[config.mk]
export PLATFORM = sky130hd
export DESIGN_NAME = pse_port_sequencer
export DESIGN_NICKNAME = d
export VERILOG_FILES = /design/src/rtl/pse_pkg.sv /design/src/rtl/pse_port_sequencer.sv
export SDC_FILE = /design/constraint.sdc
export NUM_CORES = 1
export LEC_CHECK = 0
export BUFFER_PORTS_ARGS = -buffer_cell sky130_fd_sc_hd__buf_2
export CAP_MARGIN = 20
export CORE_UTILIZATION = 63
export CTS_BUF_LIST = sky130_fd_sc_hd__clkbuf_8 sky130_fd_sc_hd__clkbuf_16
export DETAILED_ROUTE_END_ITERATION = 7
export GPL_ROUTABILITY_DRIVEN = 0
export PLACE_DENSITY = 0.81
export SLEW_MARGIN = 20
export SYNTH_ARGS = -nofsm -noshare
export SYNTH_HDL_FRONTEND = slang
export SYNTH_SLANG_ARGS = --single-unit
[constraint.sdc]
create_clock -name clk_sys_i -period 4.82 [get_ports clk_sys_i]
set_clock_uncertainty 0.2 [all_clocks]
set_input_delay 0.964 -clock clk_sys_i [delete_from_list [all_inputs] [get_ports clk_sys_i]]
set_output_delay 0.964 -clock clk_sys_i [all_outputs]
set_load 0.1 [all_outputs]
[src/rtl/pse_pkg.sv]
// Constants, types and decoders for the PoE port sequencer
package pse_pkg;

  // ----------------------------------------------------------------
  // Clock and time base
  // ----------------------------------------------------------------
  localparam int CLK_PERIOD_NS = 10;
  localparam int MS_NS = 1000000;
  localparam int MS_CYCLES_DEF = MS_NS / CLK_PERIOD_NS;
  localparam int CONV_FREQ_KHZ = 250;
  localparam int CONV_HALF_CYC = 1000000 / CONV_FREQ_KHZ / 2 / CLK_PERIOD_NS;
  localparam logic [7:0] CONV_HALF_M1 = 8'(CONV_HALF_CYC - 1);

  // ----------------------------------------------------------------
  // Timer lengths in milliseconds (one tick per ms); OC_UP_STEP and OC_LIMIT are overcurrent counts (16 per ms); CFG_SETTLE is in clock cycles
  // ----------------------------------------------------------------
  localparam logic [11:0] DET_ZERO_MS = 12'd250;
  localparam logic [11:0] DET_STEP_MS = 12'd20;
  localparam logic [11:0] DET_CYCLE_MS = 12'd320;
  localparam logic [11:0] DET_EVAL_MS = DET_CYCLE_MS - DET_ZERO_MS
                                      - 12'd3 * DET_STEP_MS;
  localparam logic [11:0] CLASS_MS = 12'd20;
  localparam logic [11:0] DENY_MS = 12'd2000;
  localparam logic [11:0] ERR_AUTO_MS = 12'd2000;
  localparam logic [11:0] ERR_RST_MS = 12'd2200;
  localparam logic [11:0] BACKOFF_END_MS = 12'd250;
  localparam logic [11:0] BACKOFF_MID_MS = 12'd2000;
  localparam logic [11:0] BLINK_FAST_MS = 12'd100;
  localparam logic [9:0] DISC_MS = 10'd350;
  localparam logic [10:0] OC_UP_STEP = 11'd16;
  localparam logic [10:0] OC_LIMIT = 11'd960;
  localparam logic [2:0] CFG_SETTLE = 3'd4;

  // ----------------------------------------------------------------
  // Duty codes for the averaged control outputs
  // ----------------------------------------------------------------
  localparam logic [7:0] DUTY_ZERO = 8'h00;
  localparam logic [7:0] DUTY_PROBE_LO = 8'h3c;
  localparam logic [7:0] DUTY_PROBE_HI = 8'h64;
  localparam logic [7:0] DUTY_CLASS = 8'h60;

  // ----------------------------------------------------------------
  // Types
  // ----------------------------------------------------------------
  typedef enum logic [3:0] {
    ST_RESET = 4'h0, ST_WAIT_UV = 4'h1, ST_DET_ZERO = 4'h2,
    ST_DET_P1 = 4'h3, ST_DET_P2 = 4'h4, ST_DET_P3 = 4'h5,
    ST_DET_EVAL = 4'h6, ST_CLASS = 4'h7, ST_DENY = 4'h8,
    ST_RAMP = 4'h9, ST_POWER = 4'ha, ST_SHUT = 4'hb,
    ST_FAULT = 4'hc, ST_BACKOFF = 4'hd
  } pse_state_e;

  // Power level code: 0 = 4.0 W, 1 = 7.0 W, 2 = 15.4 W
  typedef struct packed {
    logic [1:0] pwr;
    logic midspan;
    logic auto_rst;
  } pse_cfg_s;

  // Digitised analog sense results
  typedef struct packed {
    logic [3:0] cfg_level;
    logic in_uv;
    logic out_uv;
    logic signature_good;
    logic cls_6p5;
    logic cls_14p5;
    logic cls_23;
    logic over_cut;
    logic below_min;
    logic at_setpoint;
    logic over_power;
    logic open_circuit;
  } pse_sense_s;

  localparam logic [1:0] THR_400 = 2'd0;
  localparam logic [1:0] THR_98 = 2'd1;
  localparam logic [1:0] THR_180 = 2'd2;

  // Level index 0 is supply, 11 is below 0.25 V
  function automatic pse_cfg_s pse_decode_cfg(input logic [3:0] lvl);
    pse_cfg_s c;
    c = '{pwr: 2'd2, midspan: 1'b0, auto_rst: 1'b1};
    if (lvl <= 4'd2) begin
      c = '{pwr: 2'(4'd2 - lvl), midspan: 1'b0, auto_rst: 1'b1};
    end else if (lvl <= 4'd5) begin
      c = '{pwr: 2'(4'd5 - lvl), midspan: 1'b0, auto_rst: 1'b0};
    end else if (lvl <= 4'd8) begin
      c = '{pwr: 2'(lvl - 4'd6), midspan: 1'b1, auto_rst: 1'b0};
    end else if (lvl <= 4'd11) begin
      c = '{pwr: 2'(lvl - 4'd9), midspan: 1'b1, auto_rst: 1'b1};
    end
    return c;
  endfunction

  // Power level code a class needs
  function automatic logic [1:0] pse_class_need(input logic [2:0] cls);
    return (cls == 3'd1) ? 2'd0 : (cls == 3'd2) ? 2'd1 : 2'd2;
  endfunction

endpackage

[src/rtl/pse_port_sequencer.sv]
// Single-port PSE sequencer: detect, classify, soft start, supervise
// Function
// - In reset and at power-up stay inactive, switcher and pass switch off.
// - Sample the configuration level once at power-up and latch the modes.
// - Twelve levels decode to power level, endpoint/midspan, restart policy.
// - After sampling, the configuration pin becomes the LED drive output.
// - Past input undervoltage, detect with output off; no power before detect.
// - Detection holds zero 250 ms, then probes 4.5, 7.5, 4.5 V 20 ms each.
// - Good signature proceeds to classification, else detection repeats.
// - Detection recurs every 320 ms; LED flashes in step with it.
// - After detection, pass switch and converter on at 18 V, 75 mA.
// - Class from sense current thresholds 6.5, 14.5 and 23 mA.
// - Overload threshold 400, 98 or 180 mA by class; hard limit 450 mA.
// - Class above configured power: deny, 10 Hz LED two seconds, redetect.
// - Ramp to -50 V, keep power until fault, LED steady on.
// - Over-power is an error: shut down, fast LED, two seconds or reset.
// - Duty starts at zero, rises slowly; feedback enabled at set point.
// - Current below 7.5 mA beyond 350 ms is a disconnect; stop converter.
// - After disconnect restart after 250 ms endpoint or 2 s midspan.
// - Overcurrent timer up above threshold, down at 1/16; fault at 60 ms.
// - Overcurrent shutdown stops converter clock first, then the switcher.
// - Reset-restart: fast LED, redetect after 2.2 s, power only after open.
// - Undervoltage monitored in detection, classification, ramp and power; reported as fast-flash error.
// - LED: slow flash searching, steady when powered, 10/s on errors.
// - Converter clock is 250 kHz, 50% duty, gated off no later than the switcher.
// - Pass switch output is active low.
// - Two duty outputs set converter duty and detection probe levels.
// - LED on is logic low; reset release starts detection.
`timescale 1ns/1ps
`default_nettype none

module pse_port_sequencer
  import pse_pkg::*;
#(
  parameter int MS_CYCLES = MS_CYCLES_DEF
) (
  input wire logic clk_sys_i,
  input wire logic rst_n_i,
  input wire pse_sense_s sense_i,
  output logic led_o,
  output logic led_oe_n_o,
  output logic pass_transistor_n_o,
  output logic switcher_transistor_o,
  output logic converter_clock_out_o,
  output logic duty_out_a_o,
  output logic duty_out_b_o,
  output logic [1:0] overload_threshold_o,
  output logic classify_mode_o,
  output logic feedback_en_o,
  output logic [2:0] class_o
);

  // ----------------------------------------------------------------
  // Input synchronisers
  // ----------------------------------------------------------------
  pse_sense_s s1_q, s2_q, s3_q, sen_q;

  // Only an agreeing pair of stages updates the used copy
  always_ff @(posedge clk_sys_i or negedge rst_n_i) begin
    if (!rst_n_i) begin
      s1_q <= '0;
      s2_q <= '0;
      s3_q <= '0;
      sen_q <= '0;
    end else begin
      s1_q <= sense_i;
      s2_q <= s1_q;
      s3_q <= s2_q;
      if (s2_q == s3_q) begin
        sen_q <= s3_q;
      end
    end
  end

  // ----------------------------------------------------------------
  // Configuration capture and time base
  // ----------------------------------------------------------------
  logic [2:0] settle_q;
  logic cfg_taken_q;
  pse_cfg_s cfg_q;
  logic [16:0] ms_cnt_q;
  wire ms_tick = (ms_cnt_q == 17'(MS_CYCLES - 1));
  wire settle_done = (settle_q == CFG_SETTLE);

  // Wait for the sync chain to fill before trusting the level
  always_ff @(posedge clk_sys_i or negedge rst_n_i) begin
    if (!rst_n_i) begin
      settle_q <= 3'h0;
      cfg_taken_q <= 1'b0;
      cfg_q <= '0;
      ms_cnt_q <= 17'h0;
    end else begin
      if (!settle_done) begin
        settle_q <= settle_q + 3'h1;
      end
      if (settle_done && !cfg_taken_q) begin
        cfg_taken_q <= 1'b1;
        cfg_q <= pse_decode_cfg(sen_q.cfg_level);
      end
      ms_cnt_q <= ms_tick ? 17'h0 : ms_cnt_q + 17'h1;
    end
  end

  // ----------------------------------------------------------------
  // Sequencer
  // ----------------------------------------------------------------
  pse_state_e state_q, state_d;
  logic [11:0] tmr_q;
  logic [10:0] oc_q;
  logic [9:0] dis_q;
  logic [2:0] class_q;
  logic fault_q, lock_q;
  logic [7:0] ramp_q;

  wire in_det = (state_q >= ST_DET_ZERO) && (state_q <= ST_DET_EVAL);
  wire supervised = (state_q == ST_RAMP) || (state_q == ST_POWER);
  wire out_live = supervised || (state_q == ST_CLASS);
  wire oc_trip = supervised && (oc_q >= OC_LIMIT);
  wire disc_trip = (state_q == ST_POWER) && (dis_q > DISC_MS);
  wire out_uv_trip = out_live && sen_q.out_uv;
  wire pwr_trip = supervised && sen_q.over_power;
  wire [2:0] class_meas = !sen_q.cls_6p5 ? 3'd0 :
                          !sen_q.cls_14p5 ? 3'd1 :
                          !sen_q.cls_23 ? 3'd2 : 3'd3;
  wire deny = pse_class_need(class_meas) > cfg_q.pwr;
  wire [11:0] err_ms = cfg_q.auto_rst ? ERR_AUTO_MS : ERR_RST_MS;
  wire [11:0] back_ms = cfg_q.midspan ? BACKOFF_MID_MS : BACKOFF_END_MS;

  always_comb begin
    state_d = state_q;
    unique case (state_q)
      ST_RESET: if (cfg_taken_q) state_d = ST_WAIT_UV;
      ST_WAIT_UV: if (!sen_q.in_uv) state_d = ST_DET_ZERO;
      ST_DET_ZERO: if (tmr_q >= DET_ZERO_MS) state_d = ST_DET_P1;
      ST_DET_P1: if (tmr_q >= DET_STEP_MS) state_d = ST_DET_P2;
      ST_DET_P2: if (tmr_q >= DET_STEP_MS) state_d = ST_DET_P3;
      ST_DET_P3: if (tmr_q >= DET_STEP_MS) state_d = ST_DET_EVAL;
      ST_DET_EVAL: begin
        if (tmr_q >= DET_EVAL_MS) begin
          state_d = (sen_q.signature_good && !lock_q) ? ST_CLASS
                                                      : ST_DET_ZERO;
        end
      end
      ST_CLASS: begin
        if (tmr_q >= CLASS_MS) state_d = deny ? ST_DENY : ST_RAMP;
      end
      ST_DENY: if (tmr_q >= DENY_MS) state_d = ST_WAIT_UV;
      ST_RAMP: if (sen_q.at_setpoint) state_d = ST_POWER;
      ST_POWER: state_d = ST_POWER;
      ST_SHUT: state_d = fault_q ? ST_FAULT : ST_BACKOFF;
      ST_FAULT: if (tmr_q >= err_ms) state_d = ST_WAIT_UV;
      ST_BACKOFF: if (tmr_q >= back_ms) state_d = ST_WAIT_UV;
      default: state_d = ST_RESET;
    endcase
    if (in_det && sen_q.in_uv) begin
      state_d = ST_FAULT;
    end
    if (oc_trip || disc_trip || out_uv_trip || pwr_trip) begin
      state_d = ST_SHUT;
    end
  end

  always_ff @(posedge clk_sys_i or negedge rst_n_i) begin
    if (!rst_n_i) begin
      state_q <= ST_RESET;
      tmr_q <= 12'h0;
    end else begin
      state_q <= state_d;
      tmr_q <= (state_d != state_q) ? 12'h0 : tmr_q + {11'h0, ms_tick};
    end
  end

  // Supervision counters, class and restart lock
  always_ff @(posedge clk_sys_i or negedge rst_n_i) begin
    if (!rst_n_i) begin
      oc_q <= 11'h0;
      dis_q <= 10'h0;
      class_q <= 3'h0;
      fault_q <= 1'b0;
      lock_q <= 1'b0;
      ramp_q <= DUTY_ZERO;
    end else begin
      if (!supervised) begin
        oc_q <= 11'h0;
      end else if (ms_tick && sen_q.over_cut) begin
        oc_q <= oc_q + OC_UP_STEP;
      end else if (ms_tick && oc_q != 11'h0) begin
        oc_q <= oc_q - 11'h1;
      end
      if (state_q != ST_POWER || !sen_q.below_min) begin
        dis_q <= 10'h0;
      end else if (ms_tick && !disc_trip) begin
        dis_q <= dis_q + 10'h1;
      end
      if (state_q == ST_CLASS && state_d != ST_CLASS) begin
        class_q <= class_meas;
      end
      if (state_d == ST_SHUT && state_q != ST_SHUT) begin
        fault_q <= !disc_trip || oc_trip || out_uv_trip || pwr_trip;
      end
      // Open circuit wins over a fault entered in the same cycle
      if (in_det && sen_q.open_circuit) begin
        lock_q <= 1'b0;
      end else if (state_q == ST_SHUT && fault_q && !cfg_q.auto_rst) begin
        lock_q <= 1'b1;
      end
      // Slow ramp, one code per ms; held once feedback takes over
      if (state_q == ST_RAMP) begin
        if (ms_tick && ramp_q != 8'hff) begin
          ramp_q <= ramp_q + 8'h1;
        end
      end else if (state_q != ST_POWER) begin
        ramp_q <= DUTY_ZERO;
      end
    end
  end

  // ----------------------------------------------------------------
  // Output selection
  // ----------------------------------------------------------------
  wire conv_run = out_live;
  wire sw_on = out_live || (state_q == ST_SHUT);
  wire fast_on = (tmr_q % BLINK_FAST_MS) < (BLINK_FAST_MS >> 1);
  wire search_on = (state_q >= ST_DET_P1) && (state_q <= ST_DET_EVAL);
  wire led_on = (state_q == ST_POWER) ? 1'b1 :
                (state_q == ST_DENY || state_q == ST_FAULT) ? fast_on :
                search_on;
  wire [7:0] duty_sel = (state_q == ST_DET_P1) ? DUTY_PROBE_LO :
                        (state_q == ST_DET_P2) ? DUTY_PROBE_HI :
                        (state_q == ST_DET_P3) ? DUTY_PROBE_LO :
                        (state_q == ST_CLASS) ? DUTY_CLASS :
                        supervised ? ramp_q : DUTY_ZERO;
  wire [1:0] thr_sel = (class_q == 3'd1) ? THR_98 :
                       (class_q == 3'd2) ? THR_180 : THR_400;

  // ----------------------------------------------------------------
  // Output flops, converter clock and duty PWM
  // ----------------------------------------------------------------
  logic [7:0] cclk_cnt_q, pwm_cnt_q, duty_q;
  logic cclk_q, led_q, pass_n_q, sw_q, fb_q, cls_mode_q;
  logic duty_a_q, duty_b_q;
  wire cclk_wrap = (cclk_cnt_q == CONV_HALF_M1);
  wire [7:0] pwm_cnt_b = pwm_cnt_q ^ 8'h80;

  always_ff @(posedge clk_sys_i or negedge rst_n_i) begin
    if (!rst_n_i) begin
      cclk_cnt_q <= 8'h0;
      cclk_q <= 1'b0;
      pwm_cnt_q <= 8'h0;
      duty_q <= DUTY_ZERO;
      duty_a_q <= 1'b0;
      duty_b_q <= 1'b0;
      led_q <= 1'b1;
      pass_n_q <= 1'b1;
      sw_q <= 1'b0;
      fb_q <= 1'b0;
      cls_mode_q <= 1'b0;
    end else begin
      cclk_cnt_q <= (cclk_wrap || !conv_run) ? 8'h0 : cclk_cnt_q + 8'h1;
      cclk_q <= conv_run && (cclk_wrap ? !cclk_q : cclk_q);
      pwm_cnt_q <= pwm_cnt_q + 8'h1;
      duty_q <= duty_sel;
      duty_a_q <= pwm_cnt_q < duty_q;
      duty_b_q <= pwm_cnt_b < duty_q;
      led_q <= !led_on;
      pass_n_q <= !sw_on;
      sw_q <= sw_on;
      fb_q <= (state_q == ST_POWER);
      cls_mode_q <= (state_q == ST_CLASS);
    end
  end

  assign led_o = led_q;
  assign led_oe_n_o = !cfg_taken_q;
  assign pass_transistor_n_o = pass_n_q;
  assign switcher_transistor_o = sw_q;
  assign converter_clock_out_o = cclk_q;
  assign duty_out_a_o = duty_a_q;
  assign duty_out_b_o = duty_b_q;
  assign overload_threshold_o = thr_sel;
  assign classify_mode_o = cls_mode_q;
  assign feedback_en_o = fb_q;
  assign class_o = class_q;

  // ----------------------------------------------------------------
  // Assertions
  // ----------------------------------------------------------------
  AST_INACTIVE_UNTIL_CFG: assert property (@(posedge clk_sys_i)
    disable iff (!rst_n_i)
    !cfg_taken_q |-> pass_transistor_n_o && !switcher_transistor_o
      && !converter_clock_out_o)
    else $error("Output active before configuration was taken");

  AST_LED_PIN_TURNS_OUT: assert property (@(posedge clk_sys_i)
    disable iff (!rst_n_i)
    cfg_taken_q |=> !led_oe_n_o && $stable(cfg_q))
    else $error("Status pin not driven after configuration");

  AST_DETECT_OUTPUT_OFF: assert property (@(posedge clk_sys_i)
    disable iff (!rst_n_i)
    in_det |=> pass_transistor_n_o && !switcher_transistor_o)
    else $error("Output enabled during detection");

  AST_ZERO_HOLD_LEN: assert property (@(posedge clk_sys_i)
    disable iff (!rst_n_i)
    (state_q == ST_DET_ZERO && state_d == ST_DET_P1) |->
      tmr_q == DET_ZERO_MS)
    else $error("Zero hold not 250 ms");

  AST_OC_TRIPS: assert property (@(posedge clk_sys_i)
    disable iff (!rst_n_i)
    oc_trip |=> state_q == ST_SHUT)
    else $error("Overcurrent timer expiry missed");

  AST_SHUT_ORDER: assert property (@(posedge clk_sys_i)
    disable iff (!rst_n_i)
    (state_q == ST_SHUT) |=>
      (!converter_clock_out_o && switcher_transistor_o)
      ##1 !switcher_transistor_o)
    else $error("Converter clock not stopped before switcher");

  AST_LED_STEADY_POWER: assert property (@(posedge clk_sys_i)
    disable iff (!rst_n_i)
    (state_q == ST_POWER) [*2] |-> !led_o)
    else $error("LED not steady on while powered");

  AST_DISCONNECT: assert property (@(posedge clk_sys_i)
    disable iff (!rst_n_i)
    disc_trip |=> state_q == ST_SHUT ##1 state_q == ST_BACKOFF
      || state_q == ST_FAULT)
    else $error("Disconnect not acted on");

  AST_DENY_RETURN: assert property (@(posedge clk_sys_i)
    disable iff (!rst_n_i)
    (state_q == ST_DENY && tmr_q >= DENY_MS) |=> state_q == ST_WAIT_UV)
    else $error("Denial did not return to detection");

endmodule

`default_nettype wire

After elaboration in Yosys (flattened, before gate mapping) --
Index checks and enable logic that the tools add are counted.
Word-level totals: word-level logic and storage cells 234, input port bits 17, register bits 167, output and inout bits 14
Cells by class: divide/modulo/power cells 1, eq/ne operators 29, mux-type cells 52, reductions and logical operators 46, bitwise gates (word level) 1, $lt $le $gt $ge 19, $add $sub $neg 13
Operators with widths (number):
- 2-to-1 mux 4 bit | 18
- 2-to-1 mux 8 bit | 9
- case mux 4 bit (14 select lines) | 1
- 2-to-1 mux 11 bit | 4
- == test 4 bit (second input constant) | 7
- adder 8 x 1 -> 8 bit (second input constant) | 3
- 2-to-1 mux 12 bit | 2
- 2-to-1 mux 10 bit | 2
- logical AND 1 bit | 19
- adder 17 x 1 -> 17 bit (second input constant) | 1
- == test 17 bit (second input constant) | 1
- 2-to-1 mux 17 bit | 1
- == test 4 x 3 -> 1 bit (second input constant) | 4
- < comparator 8 bit | 2
- == test 15 bit | 1
- adder 12 x 1 -> 12 bit | 1
- greater-or-equal comparator 12 x 11 -> 1 bit | 1
- greater-or-equal comparator 12 x 11 -> 1 bit (second input constant) | 1
- greater-or-equal comparator 12 bit | 1
- greater-or-equal comparator 12 x 4 -> 1 bit (second input constant) | 1
- greater-or-equal comparator 12 x 5 -> 1 bit (second input constant) | 1
- greater-or-equal comparator 12 x 8 -> 1 bit (second input constant) | 1
- logical OR 1 bit | 12
- < comparator 12 x 6 -> 1 bit (second input constant) | 1
- other kinds (39) | 66

Logic depth before layout (Yosys ltp) --
depth after elaboration 14, depth in mapped cells 19, depth with buffers taken out 18

Worst setup path after synthesis --
Ideal clock, no wire load.
path kind flip-flop to flip-flop, start point register tmr_q[11], end point register led_q (netlist: led_o), slack 1157 ps, clock period less this slack 3663 ps, required time 4532 ps, stages on the path, launching flop included 19, path buffers 4, data arrival time 3375 ps, setup time 88 ps, cell sequence dfrtp_1 -> buf_6 -> buf_6 -> buf_6 -> or3_4 -> o221ai_2 -> a32oi_2 -> o21ai_1 -> o2111ai_2 -> and4_4 -> buf_6 -> o311ai_4 -> nand2_4 -> o221a_2 -> nand3_1 -> o211ai_2 -> xnor2_1 -> or3_1 -> o2bb2ai_1
Between the ends: word-level cells in the longest chain between the ends 5
RTL lines:
- from (decl) | line pse_port_sequencer.sv:108 | logic [11:0] tmr_q;
- from (signal assigned) | line pse_port_sequencer.sv:169 | tmr_q <= (state_d != state_q) ? 12'h0 : tmr_q + {11'h0, ms_tick};
- modulo 12 x 7 -> 12 bit | line pse_port_sequencer.sv:223 | wire fast_on = (tmr_q % BLINK_FAST_MS) < (BLINK_FAST_MS >> 1);
- < comparator 12 x 6 -> 1 bit | line pse_port_sequencer.sv:223
- 2-to-1 mux 1 bit | line pse_port_sequencer.sv:226 | (state_q == ST_DENY || state_q == ST_FAULT) ? fast_on :
- 2-to-1 mux 1 bit | line pse_port_sequencer.sv:225 | wire led_on = (state_q == ST_POWER) ? 1'b1 :
- logical NOT 1 bit | line pse_port_sequencer.sv:265 | led_q <= !led_on;
- to (signal assigned) | line pse_port_sequencer.sv:265
- to (decl) | line pse_port_sequencer.sv:240 | logic cclk_q, led_q, pass_n_q, sw_q, fb_q, cls_mode_q;
Every way passes these cells. A chain may end at the register's enable or synchronous reset.

Final worst setup path --
Ends and elaborated chain as after synthesis.

==> results.sh <==
export IMPL_start_util_pct=64.3
export IMPL_required_ps=4960
export IMPL_cts_buffer_depth=2
export IMPL_grt_max_degree=86
export IMPL_cts_resized=0
export IMPL_p_sw_mw=1.19
export IMPL_cp_start_kind="flop"
export IMPL_routed_via_density=6.07
export IMPL_switching_share_pct=31.9
export IMPL_finalCritPeriodShare_pct=91.6
export IMPL_timing_setup_tns_ps=0
export IMPL_num_io_pins=31
export IMPL_synth_ff_type="dfrtp_1"
export IMPL_min_path_type="flop to flop"
export IMPL_ant_nets=0
export IMPL_worstRegToRegCells=15
export IMPL_route_vias_total=7235
export IMPL_leakage_nw=4.54
export IMPL_setup_viol=0
export IMPL_n_antenna_cell=0
export IMPL_cp_max_fo=24
export IMPL_rr_startpoint="tmr_q[11]$_DFF_PN0_"
export IMPL_drtPass1Iterations=6
export IMPL_cts_hold_buf=0
export IMPL_min_period_ps=4410
export IMPL_clkSinkCount=166
export IMPL_endpoint="led_o$_DFF_PN1_"
export IMPL_postCtsSetupBuffers=0
export IMPL_syn_inst=972
export IMPL_max_freq_ghz=0.227
export IMPL_seqPwrFrac_pct=42.4
export IMPL_async_flop_share_pct=100
export IMPL_root_buffer="clkbuf_16"
export IMPL_maxSlewViolCount=0
export IMPL_avgSynthCellArea_um2=9.58
export IMPL_rsz0062_at_grt="false"
export IMPL_syn_nets=1027
export IMPL_dieArea_um2=15300
export IMPL_power_frac_comb_pct=20.6
export IMPL_synth_edff_count=0
export IMPL_cp_end_kind="flop"
export IMPL_dp_hpwl_um=13000
export IMPL_ir_drop_uv=456
export IMPL_area_growth_pct=9.39
export IMPL_grt_pass1_vias=6857
export IMPL_arrival_ps=4560
export IMPL_instances_no_fill=1192
export IMPL_dp_cells=1160
export IMPL_ys_types=93
export IMPL_grt_usage_pct=27.4
export IMPL_r2r_end="led_o$_DFF_PN1_"
export IMPL_final_nets=1050
export IMPL_maxSlewHeadroom_pct=41.4
export IMPL_max_stage_delay_ps=770
export IMPL_routedWlPerCell_um=16.0
export IMPL_htree_levels=4
export IMPL_dieHeight_um=124
export IMPL_clock_latency_ps=430
export IMPL_cts_tree="done"
export IMPL_synth_seq_cells=166
export IMPL_outcome="completed"
export IMPL_synth_area_um2=9310
export IMPL_maxCapViolCount=0
export IMPL_grt_pass1_wl_um=32600
export IMPL_clk_pin_slew_ps=60
export IMPL_yosysWarnings=0
export IMPL_tightest_slew_ps=872
export IMPL_wl_um=19100
export IMPL_core_area_um2=14500
export IMPL_drc=0
export IMPL_cts_buffers=17
export IMPL_r2r_slack_ps=410
export IMPL_antenna_found_initial=0
export IMPL_fp_row_count=44
export IMPL_powerDensity_nw_per_um2=365
export IMPL_port_buffers=29
export IMPL_critPathSlowestCell="dfrtp_1"
export IMPL_crit_chain="buf_4 -> nor2b_1 -> o22ai_1 -> o2bb2ai_1 -> nor2_1 -> o2111ai_1 -> nand4_1 -> xnor2_1 -> nand3_1 -> a211o_1 -> nand3_1 -> o211ai_2 -> xnor2_1 -> or3_1 -> o2bb2ai_1"
export IMPL_synth_seq_area_share_pct=44.7
export IMPL_p_clk_share_pct=37.0
export IMPL_whs_ps=147
export IMPL_overflow=0
export IMPL_drtIter0Drc=659
export IMPL_crit_type="flop to flop"
export IMPL_die_w_um=124
export IMPL_drive_gt1_share_pct=12.5
export IMPL_p_int_mw=2.53
export IMPL_worstSetupStartpoint="tmr_q[11]$_DFF_PN0_"
export IMPL_hold_viol=0
metrics by stage:
step           instance area, µm²  utilization [%]  total power, mW  setup WS, ps
2_1_floorplan                9310                -             2.17          1160
3_3_place_gp                 9580             66.2             2.34           587
3_5_place_dp                 9580             66.2             2.35           529
4_1_cts                     10200             70.3             3.74           524
5_1_grt                     10200             70.3             3.90          47.1
6_report                    10200             70.3             3.72           406
state kept, by name, summed over array words and instances (netlist names), 2 cells and up:
signal and count:
ms_cnt_q 17, s1_q 15, s2_q 15, s3_q 15, sen_q 15, tmr_q 12, oc_q 11, dis_q 10
cclk_cnt_q 8, duty_q 8, pwm_cnt_q 8, ramp_q 8, cfg_q 4, state_q 4, settle_q 3, class_o 2
cells in the final DEF, fill, tap and decap left out, types with 6 or more instances in the layout:
master,instances
a211oi_1,7
a21o_1,9
a21oi_1,41
a31oi_1,12
and2_1,11
and3_1,15
buf_2,28
buf_4,21
clkbuf_16,17
dfrtp_1,164
ha_1,38
inv_1,54
mux2_2,11
nand2_1,79
nand2b_1,13
nand3_1,35
nand3b_1,6
nand4_1,22
nor2_1,101
nor2b_1,8
nor3_1,23
o211ai_1,7
o21ai_0,45
o21ai_1,9
o221ai_1,7
o22ai_1,7
or2_2,6
or3_1,8
xnor2_1,55
xor2_1,27
cells by family (layout without fill, tap and decap cells):
| logic type | after synthesis | after routing | share of synthesized area [%] |
|---|---|---|---|
| compound gates | 206 | 206 | 15.5 |
| xor+xnor | 84 | 84 | 8.06 |
| fa+ha+maj | 38 | 38 | 5.11 |
| buf+inv | 100 | 136 | 5.16 |
| flops | 166 | 166 | 44.7 |
| mux | 17 | 17 | 1.99 |
| other cells | 1 | 1 | 0.0403 |
| simple gates | 360 | 360 | 19.5 |
worst max-delay path: cells and delay by family, from the launching register on:
kind	cells	cell delay, ps
AOI/OAI and AO/OA	6	1330
xor gates and xnor gates	2	530
buffers and inverters	1	340
DFF	1	770
and+or+nand+nor	6	1160
final cells by class:
type                    instances  area (µm²)
repair buffers                 50         309
clock inverters                15         175
well taps                     184         230
flip-flops and latches        166        4160
multi-input cells             706        4680
fillers                      1069        4300
inverters                      54         203
clock buffers                  17         425
worst min path at each step:
| stage | cells after the start | end | slack (ps) | startpoint |
|---|---|---|---|---|
| floorplan | 0 | s2_q[0]$_DFF_PN0_ | 130 | s1_q[0]$_DFF_PN0_ |
| global route | 0 | s2_q[4]$_DFF_PN0_ | 160 | s1_q[4]$_DFF_PN0_ |
| CTS | 0 | s2_q[10]$_DFF_PN0_ | 150 | s1_q[10]$_DFF_PN0_ |
| finish | 0 | s2_q[10]$_DFF_PN0_ | 150 | s1_q[10]$_DFF_PN0_ |
| detailed placement | 0 | s2_q[10]$_DFF_PN0_ | 130 | s1_q[10]$_DFF_PN0_ |
| global placement | 0 | s2_q[13]$_DFF_PN0_ | 130 | s1_q[13]$_DFF_PN0_ |
Yosys cell counts (all sizes together), types with 3 or more instances:
cell       n  area [µm²]
xnor2     57         514
clkbuf    19        71.3
or4        3        22.5
and4       4        37.5
a211oi     7        52.6
or3        9        61.3
nand2b    13        81.3
mux2i      5        50.1
buf       27         206
a32oi      3        33.8
a21oi     41         205
xor2      27         236
a21o       9        67.6
mux2      12         135
ha        38         475
inv       53         199
dfrtp    164        4100
nor2     102         385
a22oi      4        30.0
nor4       4        25.0
o21ai     55         279
o221ai     9        91.3
or2        7        43.8
a2bb2oi    5        43.8
nor3b      4        35.0
o2111ai    6        65.1
a31oi     12        75.1
nand3     36         185
o22ai      7        43.8
nand2     80         308
o21a       3        22.5
nor3      24         125
nand3b     6        45.0
o31a       3        26.3
a311oi     3        26.3
nand4     22         138
a21boi     3        22.5
o31ai      4        30.0
nor2b      8        50.1
o211ai     9        77.6
and2      13        82.6
and3      15        93.8
power by group through the flow:
| stage | registers [mW] | logic (mW) | clock network, mW |
|---|---|---|---|
| after global routing | 1.59 | 0.844 | 1.46 |
| final | 1.58 | 0.767 | 1.37 |
| after detailed placement | 1.60 | 0.754 | 0 |
| after CTS | 1.57 | 0.765 | 1.40 |
| after global placement | 1.59 | 0.745 | 0 |
| after floorplan | 1.67 | 0.496 | 0 |
layer usage:
layer	vias up	routed length (µm)	GRT usage (%)	share of wire (%)
met5	-	0	0	0
met2	259	9210	43.1	48
met1	3450	8340	36.9	44
met3	51	1000	5.72	5.3
li1	3475	-	-	-
met4	0	523	11.6	2.7
Power figures use the tool's default switching activity.
